<file path="src/inc/pwa_pkg.sv">
package pwa_pkg;
	// ----------------------------------------
	// bus and register indices
	// ----------------------------------------
	localparam int ADDR_W = 20;
	localparam int NSLOT = 21;
	localparam logic [17:0] IDX_MAX_PER = 18'h0fe1b;
	localparam logic [17:0] IDX_LL_FREQ = 18'h0fe1c;
	localparam logic [17:0] IDX_DITHER = 18'h0fe1d;
	localparam logic [17:0] IDX_DIVIDER = 18'h0fe1e;
	localparam logic [17:0] IDX_LL_THR = 18'h0fe32;
	localparam logic [17:0] IDX_PWR_LOW = 18'h0fe44;
	localparam logic [17:0] IDX_PWR_HIGH = 18'h0fe45;
	localparam logic [17:0] IDX_LOWV_1 = 18'h0fe46;
	localparam logic [17:0] IDX_LOWV_2 = 18'h0fe47;
	localparam logic [17:0] IDX_HIGHV_1 = 18'h0fe48;
	localparam logic [17:0] IDX_HIGHV_2 = 18'h0fe49;
	localparam logic [17:0] IDX_SUPERV = 18'h0fe4a;
	localparam logic [17:0] IDX_DELAY = 18'h0fe4c;
	localparam logic [17:0] IDX_SUPER_HYS = 18'h0fe4d;
	localparam logic [17:0] IDX_LL_HYS = 18'h0fe4e;
	localparam logic [17:0] IDX_ENABLE = 18'h0fe4f;
	localparam logic [17:0] IDX_NOM_PER = 18'h0fe60;
	localparam logic [17:0] IDX_VOUT_NOM = 18'h0fe61;
	localparam logic [17:0] IDX_LOW_THR = 18'h0fe62;
	localparam logic [17:0] IDX_HIGH_THR = 18'h0fe63;
	localparam logic [17:0] IDX_SUPER_THR = 18'h0fe64;
	localparam logic [17:0] IDX_STATUS = 18'h0fe65;
	// ----------------------------------------
	// reset values
	// ----------------------------------------
	localparam logic [7:0] RST_NOM_PER = 8'h64;
	localparam logic [7:0] RST_MAX_PER = 8'h78;
	localparam logic [7:0] RST_LL_FREQ = 8'h96;
	localparam logic [7:0] RST_VOUT_NOM = 8'hc8;
	localparam logic [7:0] RST_ZERO = 8'h00;
	// ----------------------------------------
	// enable bit positions
	// ----------------------------------------
	localparam int EN_DITHER = 0;
	localparam int EN_SYNC = 1;
	localparam int EN_SETPOINT = 2;
	localparam int EN_LL_FREQ = 3;
	localparam int EN_SHED = 4;
	localparam int EN_LL_FILTER = 5;
	localparam int EN_FEEDFWD = 6;
	// ----------------------------------------
	// timing constants
	// ----------------------------------------
	localparam int PER_SHIFT = 2;
	localparam int SYNC_AVG_CNT = 7;
	localparam logic [2:0] FILTER_LINE_CYCLES = 3'h4;
	localparam int PHASE_TOL = 2;
	// ----------------------------------------
	// lock states
	// ----------------------------------------
	typedef enum logic [2:0] {S_FREE, S_FCAP, S_PCAP, S_LOCK, S_FALLBACK} pwa_lock_e;
endpackage : pwa_pkg

</file>
<file path="src/rtl/pwa_interp.sv">
`timescale 1ns/100ps
module pwa_interp #(
	parameter int W = 8
) (
	// clock and reset
	input wire logic clk,
	input wire logic rst,
	// power and load line points
	input wire logic [W-1:0] pwr,
	input wire logic [W-1:0] p_lo,
	input wire logic [W-1:0] p_hi,
	input wire logic [W-1:0] v_lo,
	input wire logic [W-1:0] v_hi,
	// result
	output logic [W-1:0] v_out
);
	// ----------------------------------------
	// linear segment with clamped ends
	// ----------------------------------------
	logic [W-1:0] v_r;
	logic [W-1:0] v_nxt;
	wire below = (pwr <= p_lo) || (p_hi <= p_lo);
	wire above = pwr >= p_hi;
	wire [W-1:0] dp = pwr - p_lo;
	wire [W-1:0] span = p_hi - p_lo;
	wire rising = v_hi >= v_lo;
	wire [W-1:0] dv = rising ? (v_hi - v_lo) : (v_lo - v_hi);
	wire [2*W-1:0] prod = dv * dp;
	wire [2*W-1:0] quo = prod / {{W{1'b0}}, (span == '0) ? {{(W-1){1'b0}}, 1'b1} : span};
	wire [W-1:0] step = quo[W-1:0];
	assign v_nxt = below ? v_lo : above ? v_hi : rising ? (v_lo + step) : (v_lo - step);
	always_ff @(posedge clk or posedge rst) begin
		if (rst) v_r <= '0;
		else v_r <= v_nxt;
	end
	assign v_out = v_r;
endmodule : pwa_interp

</file>
<file path="src/rtl/pwa_top.sv">
`timescale 1ns/100ps
module pwa_top #(
	parameter int PER_W = 12
) (
	// clock and reset
	input wire logic CLK_SYS,
	input wire logic SYS_RST,
	// avalon-mm slave
	input wire logic [pwa_pkg::ADDR_W-1:0] AVS_ADDRESS,
	input wire logic AVS_READ,
	input wire logic AVS_WRITE,
	input wire logic [31:0] AVS_WRITEDATA,
	input wire logic [3:0] AVS_BYTEENABLE,
	output logic [31:0] AVS_READDATA,
	output logic AVS_WAITREQUEST,
	// measurements and system state
	input wire logic SOFT_START,
	input wire logic LINE_CYCLE,
	input wire logic [7:0] VRMS_AVG,
	input wire logic [7:0] PIN_AVG,
	input wire logic [7:0] VLINE_RECT,
	// external timing input
	input wire logic SYNC_IN,
	// pwm timing outputs
	output logic PWM_CYCLE_START,
	output logic [PER_W-1:0] SW_PERIOD,
	output logic SYNC_LOCKED,
	// loop controls
	output logic [7:0] VOUT_SETPOINT,
	output logic LL_FREQ_ACTIVE,
	output logic LL_FILTER_SEL,
	output logic FEEDFWD_EN,
	output logic SECOND_PWM_ENABLE,
	// bridgeless drive
	input wire logic BRIDGELESS_EN,
	input wire logic PWM_DRIVE,
	input wire logic LINE_PHASE_SENSE_INPUT,
	input wire logic LINE_PHASE_OK,
	output logic FIRST_BOOST_TRANSISTOR,
	output logic SECOND_BOOST_TRANSISTOR
);
	// ----------------------------------------
	// register slot decode
	// ----------------------------------------
	function automatic logic [5:0] slot_of(input logic [17:0] idx);
		logic [5:0] s;
		s = 6'h3f;
		if (idx == pwa_pkg::IDX_MAX_PER) s = 6'h00;
		else if (idx == pwa_pkg::IDX_LL_FREQ) s = 6'h01;
		else if (idx == pwa_pkg::IDX_DITHER) s = 6'h02;
		else if (idx == pwa_pkg::IDX_DIVIDER) s = 6'h03;
		else if (idx == pwa_pkg::IDX_LL_THR) s = 6'h04;
		else if (idx == pwa_pkg::IDX_PWR_LOW) s = 6'h05;
		else if (idx == pwa_pkg::IDX_PWR_HIGH) s = 6'h06;
		else if (idx == pwa_pkg::IDX_LOWV_1) s = 6'h07;
		else if (idx == pwa_pkg::IDX_LOWV_2) s = 6'h08;
		else if (idx == pwa_pkg::IDX_HIGHV_1) s = 6'h09;
		else if (idx == pwa_pkg::IDX_HIGHV_2) s = 6'h0a;
		else if (idx == pwa_pkg::IDX_SUPERV) s = 6'h0b;
		else if (idx == pwa_pkg::IDX_DELAY) s = 6'h0c;
		else if (idx == pwa_pkg::IDX_SUPER_HYS) s = 6'h0d;
		else if (idx == pwa_pkg::IDX_LL_HYS) s = 6'h0e;
		else if (idx == pwa_pkg::IDX_ENABLE) s = 6'h0f;
		else if (idx == pwa_pkg::IDX_NOM_PER) s = 6'h10;
		else if (idx == pwa_pkg::IDX_VOUT_NOM) s = 6'h11;
		else if (idx == pwa_pkg::IDX_LOW_THR) s = 6'h12;
		else if (idx == pwa_pkg::IDX_HIGH_THR) s = 6'h13;
		else if (idx == pwa_pkg::IDX_SUPER_THR) s = 6'h14;
		return s;
	endfunction : slot_of

	function automatic logic [7:0] rst_of(input int s);
		logic [7:0] v;
		v = pwa_pkg::RST_ZERO;
		if (s == 0) v = pwa_pkg::RST_MAX_PER;
		else if (s == 1) v = pwa_pkg::RST_LL_FREQ;
		else if (s == 16) v = pwa_pkg::RST_NOM_PER;
		else if (s == 17) v = pwa_pkg::RST_VOUT_NOM;
		return v;
	endfunction : rst_of

	function automatic logic [PER_W-1:0] to_per(input logic [7:0] r);
		return PER_W'({r, {pwa_pkg::PER_SHIFT{1'b0}}});
	endfunction : to_per

	// ----------------------------------------
	// avalon slave
	// ----------------------------------------
	logic [7:0] regs_r [pwa_pkg::NSLOT];
	logic ack_r;
	logic [31:0] rdata_r;
	logic [7:0] status_w;
	wire req = AVS_READ | AVS_WRITE;
	wire [17:0] bus_idx = AVS_ADDRESS[pwa_pkg::ADDR_W-1:2];
	wire aligned = AVS_ADDRESS[1:0] == 2'h0;
	wire [5:0] bus_slot = slot_of(bus_idx);
	wire slot_hit = aligned && (bus_slot != 6'h3f);
	wire stat_hit = aligned && (bus_idx == pwa_pkg::IDX_STATUS);
	wire wr_fire = AVS_WRITE && ack_r && slot_hit && AVS_BYTEENABLE[0];
	wire [31:0] rd_val = slot_hit ? {24'h0, regs_r[bus_slot[4:0]]} :
		stat_hit ? {24'h0, status_w} : 32'h0;
	assign AVS_WAITREQUEST = req & ~ack_r;
	assign AVS_READDATA = rdata_r;

	always_ff @(posedge CLK_SYS or posedge SYS_RST) begin
		if (SYS_RST) begin
			ack_r <= 1'b0;
			rdata_r <= 32'h0;
		end else begin
			ack_r <= req & ~ack_r;
			if (AVS_READ && !ack_r) rdata_r <= rd_val;
		end
	end

	always_ff @(posedge CLK_SYS or posedge SYS_RST) begin
		if (SYS_RST) begin
			for (int i = 0; i < pwa_pkg::NSLOT; i++) regs_r[i] <= rst_of(i);
		end else if (wr_fire) begin
			regs_r[bus_slot[4:0]] <= AVS_WRITEDATA[7:0];
		end
	end

	// ----------------------------------------
	// register fields
	// ----------------------------------------
	wire [7:0] en = regs_r[15];
	wire en_dither = en[pwa_pkg::EN_DITHER];
	wire en_sync = en[pwa_pkg::EN_SYNC];
	wire en_setp = en[pwa_pkg::EN_SETPOINT];
	wire en_llf = en[pwa_pkg::EN_LL_FREQ];
	wire en_shed = en[pwa_pkg::EN_SHED];
	wire en_filt = en[pwa_pkg::EN_LL_FILTER];
	wire [PER_W-1:0] nom_per = to_per(regs_r[16]);
	wire [PER_W-1:0] max_per = to_per(regs_r[0]);
	wire [PER_W-1:0] ll_per = to_per(regs_r[1]);
	wire [PER_W-1:0] dly = to_per(regs_r[12]);
	wire [1:0] divider = regs_r[3][1:0];
	assign FEEDFWD_EN = en[pwa_pkg::EN_FEEDFWD];

	// ----------------------------------------
	// light-load decisions per line cycle
	// ----------------------------------------
	logic light_r;
	logic [2:0] filt_cnt_r;
	logic filt_r;
	logic shl_r;
	wire [8:0] ll_up = {1'b0, regs_r[4]} + {1'b0, regs_r[14]};
	wire go_light = PIN_AVG < regs_r[4];
	wire go_heavy = {1'b0, PIN_AVG} > ll_up;
	wire [8:0] shl_lo = {1'b0, regs_r[20]} - {1'b0, regs_r[13]};

	always_ff @(posedge CLK_SYS or posedge SYS_RST) begin
		if (SYS_RST) begin
			light_r <= 1'b0;
			shl_r <= 1'b0;
		end else if (LINE_CYCLE) begin
			if (go_light) light_r <= 1'b1;
			else if (go_heavy) light_r <= 1'b0;
			if (VRMS_AVG > regs_r[20]) shl_r <= 1'b1;
			else if ({1'b0, VRMS_AVG} < shl_lo || regs_r[13] > regs_r[20]) shl_r <= 1'b0;
		end
	end

	always_ff @(posedge CLK_SYS or posedge SYS_RST) begin
		if (SYS_RST) begin
			filt_cnt_r <= 3'h0;
			filt_r <= 1'b0;
		end else if (!en_filt || (LINE_CYCLE && go_heavy)) begin
			filt_cnt_r <= 3'h0;
			filt_r <= 1'b0;
		end else if (LINE_CYCLE && light_r && !filt_r) begin
			filt_cnt_r <= filt_cnt_r + 3'h1;
			filt_r <= (filt_cnt_r + 3'h1) == pwa_pkg::FILTER_LINE_CYCLES;
		end
	end
	assign LL_FILTER_SEL = filt_r;
	assign LL_FREQ_ACTIVE = en_llf & light_r;
	assign SECOND_PWM_ENABLE = ~(en_shed & light_r);

	// ----------------------------------------
	// smart output voltage
	// ----------------------------------------
	logic [7:0] vsp_r;
	logic [7:0] interp_v;
	wire high_line = VRMS_AVG > regs_r[19];
	wire low_line = VRMS_AVG < regs_r[18];
	wire [7:0] seg_v1 = high_line ? regs_r[9] : regs_r[7];
	wire [7:0] seg_v2 = high_line ? regs_r[10] : regs_r[8];
	pwa_interp #(.W(8)) u_interp (
		.clk(CLK_SYS),
		.rst(SYS_RST),
		.pwr(PIN_AVG),
		.p_lo(regs_r[5]),
		.p_hi(regs_r[6]),
		.v_lo(seg_v1),
		.v_hi(seg_v2),
		.v_out(interp_v)
	);
	always_ff @(posedge CLK_SYS or posedge SYS_RST) begin
		if (SYS_RST) vsp_r <= pwa_pkg::RST_VOUT_NOM;
		else if (!en_setp) vsp_r <= regs_r[17];
		else if (shl_r) vsp_r <= regs_r[11];
		else if (high_line || low_line) vsp_r <= interp_v;
	end
	assign VOUT_SETPOINT = vsp_r;

	// ----------------------------------------
	// external timing capture
	// ----------------------------------------
	pwa_pkg::pwa_lock_e st_r;
	logic sync_d_r;
	logic [1:0] div_cnt_r;
	logic [PER_W-1:0] since_r;
	logic [PER_W+2:0] sum_r;
	logic [2:0] n_r;
	logic seen_r;
	logic [PER_W-1:0] lock_per_r;
	logic [PER_W-1:0] cnt_r;
	wire rise = SYNC_IN & ~sync_d_r;
	wire dsync = rise && (div_cnt_r == divider);
	wire [PER_W-1:0] win_lo = nom_per - (nom_per >> 3);
	wire [PER_W-1:0] win_hi = nom_per + (nom_per >> 3);
	wire [PER_W-1:0] meas = since_r + 1'b1;
	wire in_win = (meas >= win_lo) && (meas <= win_hi) && (meas <= max_per);
	wire lost = since_r > (win_hi + (win_hi >> 1));
	wire sync_on = en_sync && !SOFT_START;
	wire [PER_W+2:0] sum_nxt = sum_r + (PER_W+3)'(meas);
	wire [PER_W-1:0] avg = PER_W'(sum_nxt / (PER_W+3)'(pwa_pkg::SYNC_AVG_CNT));
	wire [PER_W-1:0] tgt = (lock_per_r > dly) ? (lock_per_r - dly) : '0;
	wire [PER_W-1:0] perr = (cnt_r > tgt) ? (cnt_r - tgt) : (tgt - cnt_r);
	wire aligned_ph = perr <= PER_W'(pwa_pkg::PHASE_TOL);

	always_ff @(posedge CLK_SYS or posedge SYS_RST) begin
		if (SYS_RST) begin
			sync_d_r <= 1'b0;
			div_cnt_r <= 2'h0;
			since_r <= '0;
		end else begin
			sync_d_r <= SYNC_IN;
			if (rise) div_cnt_r <= (div_cnt_r == divider) ? 2'h0 : div_cnt_r + 2'h1;
			if (dsync || !sync_on) since_r <= '0;
			else if (since_r != '1) since_r <= since_r + 1'b1;
		end
	end

	always_ff @(posedge CLK_SYS or posedge SYS_RST) begin
		if (SYS_RST) begin
			st_r <= pwa_pkg::S_FREE;
			sum_r <= '0;
			n_r <= 3'h0;
			seen_r <= 1'b0;
			lock_per_r <= '0;
		end else if (!sync_on) begin
			st_r <= pwa_pkg::S_FREE;
			seen_r <= 1'b0;
		end else begin
			case (st_r)
				pwa_pkg::S_FREE, pwa_pkg::S_FALLBACK: begin
					if (dsync) begin
						st_r <= pwa_pkg::S_FCAP;
						sum_r <= '0;
						n_r <= 3'h0;
						seen_r <= 1'b1;
					end
				end
				pwa_pkg::S_FCAP: begin
					if (lost || (dsync && seen_r && !in_win)) begin
						st_r <= pwa_pkg::S_FALLBACK;
					end else if (dsync) begin
						sum_r <= sum_nxt;
						n_r <= n_r + 3'h1;
						if (n_r == 3'(pwa_pkg::SYNC_AVG_CNT - 1)) begin
							lock_per_r <= (avg > max_per) ? max_per : avg;
							st_r <= pwa_pkg::S_PCAP;
						end
					end
				end
				pwa_pkg::S_PCAP: begin
					if (lost || (dsync && !in_win)) st_r <= pwa_pkg::S_FALLBACK;
					else if (dsync && aligned_ph) st_r <= pwa_pkg::S_LOCK;
				end
				pwa_pkg::S_LOCK: begin
					if (lost || (dsync && !in_win)) st_r <= pwa_pkg::S_FALLBACK;
					else if (dsync) lock_per_r <= (meas > max_per) ? max_per : meas;
				end
				default: st_r <= pwa_pkg::S_FREE;
			endcase
		end
	end
	assign SYNC_LOCKED = st_r == pwa_pkg::S_LOCK;

	// ----------------------------------------
	// switching period generation
	// ----------------------------------------
	logic [7:0] mod_r;
	logic [7:0] dith_cnt_r;
	logic start_r;
	logic [PER_W-1:0] per_r;
	logic [PER_W-1:0] per_nxt;
	wire [PER_W-1:0] base = LL_FREQ_ACTIVE ? ll_per : nom_per;
	wire [PER_W+7:0] bprod = base * mod_r;
	wire [PER_W-1:0] dith = base - (base >> 3) + PER_W'(bprod >> 10);
	wire [PER_W-1:0] free_per = en_dither ? dith : base;
	wire sync_per = (st_r == pwa_pkg::S_PCAP) || (st_r == pwa_pkg::S_LOCK);
	assign per_nxt = (sync_on && st_r == pwa_pkg::S_FALLBACK) ? max_per :
		(sync_on && sync_per) ? lock_per_r : free_per;
	wire [PER_W-1:0] run_per = (per_r < PER_W'(2)) ? PER_W'(2) : per_r;
	wire wrap = cnt_r >= run_per - 1'b1;
	wire lock_edge = SYNC_LOCKED && dsync && sync_on;
	wire phase_pull = sync_on && dsync && (st_r == pwa_pkg::S_PCAP) && !aligned_ph;
	wire jump = lock_edge || phase_pull;

	always_ff @(posedge CLK_SYS or posedge SYS_RST) begin
		if (SYS_RST) begin
			cnt_r <= '0;
			start_r <= 1'b0;
			per_r <= to_per(pwa_pkg::RST_NOM_PER);
		end else begin
			start_r <= wrap && !jump;
			if (jump) cnt_r <= tgt;
			else if (wrap) cnt_r <= '0;
			else cnt_r <= cnt_r + 1'b1;
			if (wrap) per_r <= per_nxt;
		end
	end

	always_ff @(posedge CLK_SYS or posedge SYS_RST) begin
		if (SYS_RST) begin
			mod_r <= 8'h00;
			dith_cnt_r <= 8'h00;
		end else if (wrap) begin
			if (dith_cnt_r >= regs_r[2]) begin
				dith_cnt_r <= 8'h00;
				mod_r <= VLINE_RECT;
			end else begin
				dith_cnt_r <= dith_cnt_r + 8'h01;
			end
		end
	end
	assign PWM_CYCLE_START = start_r;
	assign SW_PERIOD = per_r;
	assign status_w = {3'h0, filt_r, light_r, shl_r, st_r == pwa_pkg::S_FALLBACK, SYNC_LOCKED};

	// ----------------------------------------
	// bridgeless gate drive
	// ----------------------------------------
	wire steer = BRIDGELESS_EN && !SOFT_START && LINE_PHASE_OK;
	wire q1_nxt = steer ? (LINE_PHASE_SENSE_INPUT ? PWM_DRIVE : 1'b1) : PWM_DRIVE;
	wire q2_nxt = steer ? (LINE_PHASE_SENSE_INPUT ? 1'b1 : PWM_DRIVE) : PWM_DRIVE;
	logic q1_r;
	logic q2_r;
	always_ff @(posedge CLK_SYS or posedge SYS_RST) begin
		if (SYS_RST) begin
			q1_r <= 1'b0;
			q2_r <= 1'b0;
		end else begin
			q1_r <= q1_nxt;
			q2_r <= q2_nxt;
		end
	end
	assign FIRST_BOOST_TRANSISTOR = q1_r;
	assign SECOND_BOOST_TRANSISTOR = q2_r;
endmodule : pwa_top

</file>
<file path="config.mk">
export PLATFORM = sky130hd
export DESIGN_NAME = pwa_top
export DESIGN_NICKNAME = d
export VERILOG_FILES = /design/src/inc/pwa_pkg.sv /design/src/rtl/pwa_interp.sv /design/src/rtl/pwa_top.sv
export SDC_FILE = /design/constraint.sdc
export NUM_CORES = 2
export LEC_CHECK = 0
export BUFFER_PORTS_ARGS = -buffer_cell sky130_fd_sc_hd__buf_2
export CAP_MARGIN = 20
export CORE_MARGIN = 10
export CORE_UTILIZATION = 45
export CTS_BUF_LIST = sky130_fd_sc_hd__clkbuf_8
export DETAILED_ROUTE_END_ITERATION = 16
export GPL_ROUTABILITY_DRIVEN = 0
export HOLD_SLACK_MARGIN = 0.02
export PLACE_DENSITY = 0.66
export SKIP_LAST_GASP = 1
export SYNTH_ARGS = -nofsm -noshare
export SYNTH_HDL_FRONTEND = slang
export SYNTH_SLANG_ARGS = --single-unit
</file>
<file path="constraint.sdc">
create_clock -name CLK_SYS -period 81.6 [get_ports CLK_SYS]
set_clock_uncertainty 0.1 [all_clocks]
set_input_delay 16.32 -clock CLK_SYS [delete_from_list [all_inputs] [get_ports CLK_SYS]]
set_output_delay 16.32 -clock CLK_SYS [all_outputs]
set_load 0.02 [all_outputs]
</file>
==> reports/metrics.csv <==
metric;value;unit
run status;finished, final reports clean;
CP Capture Type;flop;
delay of the slowest cell on the worst path;0.83;ns
sequential cell area fraction in the yosys report;0.211;
synth warn;0;
Rel. slew slack;0.285;
remaining number of nets flagged by the antenna check after routing;0;
final design area excluding fillers;37200;um2
first-pass iteration count of the detailed router;6;
deepest clock path buffer count;3;
Arrival @ worst endpoint;64.24;ns
synthesis-to-layout area growth;7.48;%
Vert. Die Dim;297;um
cell count after synthesis;4159;
post-route worst hold slack;0.373;ns
most used flip-flop cell after synthesis;dfrtp_1;
Worst Hold Class;reg -> reg;
via density per instance;5.82;
top cell type by total area after synthesis;dfrtp_1;
buffers inserted by post-CTS timing repair;0;
clock tree from TritonCTS;yes;
Clock Root Buffer;clkbuf_8;
Setup Total Neg Slack;0;ns
Synth top cells by count;438 x ha_1, 416 x nand2_1, 340 x inv_1;
insertion delay of the later-clocked pin in the worst-skew pair;0.67;ns
hold_buf cts;0;
post-CTS sizing;0;
Port-buffer cells;100;
Final Hold Fails;0;
via total after detailed routing;30700;
violation count after the first detailed-routing iteration;2475;
end-of-flow core utilization;0.489;
wire length of the first global-routing pass;160000;um
total congestion overflow after global routing;0;
via count of the first global-routing pass;29500;
DRC errors left;0;
Buffers & Inverters on Critical Path;10;
placeable core region;76100;um2
Seq cells post-synth;291;
die width;297;um
Crit path required time;82.08;ns
cell with the largest stage delay on the worst path;a2111oi_0;
number of antenna violations at the first check in global routing;3;
share of flip-flops with an asynchronous set or reset after synthesis;1.00;
total count of max-transition violations in the final report;0;
layout cell share with drive strength beyond 1;0.127;
syn_area_per_cell;8.32;um2
GRT Overall Usage;0.217;
final net count;4824;
RSZ-0062 raised after global routing;no;
WS Path Type;in -> reg;
post-detailed-placement cell area;36100;um2
startpoint types;input pin;
number of fill cells in the layout;7430;
wire per inst;18.8;um
post-route fraction of the period consumed by the critical path;0.781;
number of setup violations in the final report;0;
Clk pin slew, worst setup/hold paths;0.06;ns
max-capacitance violation count;0;
critical path fanouts, max;18;
clock net sink count;291;
most used cell, CP;o21a_1;
R2R Setup Slk;33.20;ns
maximum operating frequency;15.7;MHz
cell types occupying the most area after synthesis;dfrtp_1 20%, ha_1 16%, mux2_2 6.5%;
number of clock buffers inserted by TritonCTS;50;
CP top delay family;compound AO/OA/AOI/OAI gates;
routed wire length;99600;um
Netlist cell types;114;
cell with the most instances after synthesis;ha_1;
initial cell density of the core;0.455;
min Tclk post-route;63.76;ns
maximum level of the CTS H-tree;2;
number of core rows;101;
detailed placement HPWL;76100;um
maximum number of pins on one net before global-route repair;97;
Post-synth EDFFs;0;
Slew @ Worst Pin;1.05;ns
Top-Level Pins;152;
Yosys top cell area share;0.196;
Post-Syn Area;34600;um2
total die area;88400;um2
-- path summary, 6_finish.rpt --
path                                        startpoint                           to  cells past startpoint
setup / recovery                           VRMS_AVG[1]  u_interp.v_out[7]$_DFF_PP0_                    215
hold / removal             AVS_READDATA[0]$_DFFE_PP0P_  AVS_READDATA[0]$_DFFE_PP0P_                      2
setup reg to reg                 regs_r[9]$_DFFE_PP0P_  u_interp.v_out[7]$_DFF_PP0_                    215
hold reg to reg            AVS_READDATA[0]$_DFFE_PP0P_  AVS_READDATA[0]$_DFFE_PP0P_                      2
max in group asynchronous                      SYS_RST     SW_PERIOD[3]$_DFFE_PP0N_                      4
min in group asynchronous                      SYS_RST       regs_r[22]$_DFFE_PP0P_                      2
-- metal layers --
layer  global-route usage  wire [um]  vias up
li1                     -          -    15000
met1                0.298      46100    14700
met2                0.346      44200      855
met3               0.0278       5750      181
met4               0.0777       3530        0
met5                    0          0        -
-- layout by cell type, fill, tap and decap left out, drive strengths merged, types with 20 or more instances in the layout --
master,netlist,layout
ha,438,438
nand2,417,417
inv,342,353
nor2,317,317
dfrtp,271,271
o21ai,248,248
a21oi,232,232
mux2,202,202
buf,46,137
xnor2,134,134
nor3,98,98
nand3,93,93
nor2b,92,92
fa,85,85
a21o,82,82
o21a,75,75
mux2i,71,71
nand2b,67,67
clkbuf,115,63
xor2,61,61
a211oi,61,61
a31oi,46,46
o31ai,45,45
o211ai,44,44
nand4,43,43
or2,36,36
and2,35,35
and3,33,33
o21bai,30,30
or3,24,24
conb,1,24
nor4,21,21
dfstp,20,20
-- worst min-delay path, cell delays in order, from the launching register on --
cell	delay, ns
dfrtp_1	0.34
nand2_1	0.04
o21ai_0	0.06
-- logic make-up after synthesis --
| kind of cell | count (synthesis) | share of synthesized area |
|---|---|---|
| adder cells (fa/ha/maj) | 525 | 0.208 |
| multiplexers | 273 | 0.0863 |
| XOR/XNOR | 195 | 0.0504 |
| AO/OA/AOI/OAI | 1057 | 0.204 |
| other | 1 | 0.000108 |
| buffers and inverters | 505 | 0.0584 |
| flip-flops | 291 | 0.211 |
| AND/OR/NAND/NOR | 1312 | 0.181 |
-- stage by stage --
step,setup WS [ns],instances
2_1_floorplan,24.20,4182
3_3_place_gp,18.36,5187
3_5_place_dp,17.90,5187
4_1_cts,18.39,5281
5_1_grt,13.66,5285
6_report,17.84,5285
-- layout make-up --
cell class                      count  area [um2]  area share
Multi-Input combinational cell   3386       25400       0.684
Sequential cell                   291        7310       0.196
Inverter                          344        1300      0.0349
Tap cell                         1030        1290      0.0346
Clock buffer                       63         867      0.0233
Timing Repair Buffer              137         776      0.0208
Clock inverter                     31         228     0.00612
Antenna cell                        3        7.51    0.000202
-- sequential cells by signal, indices dropped and copies added, names as in the netlist, 12 cells and up --
register	flops
regs_r	126
cnt_r	12
sum_r	15
SW_PERIOD	12
since_r	12
lock_per_r	12
Power is not shown: default switching activity piles up to over one toggle a cycle in this logic, so the estimate is an artifact.
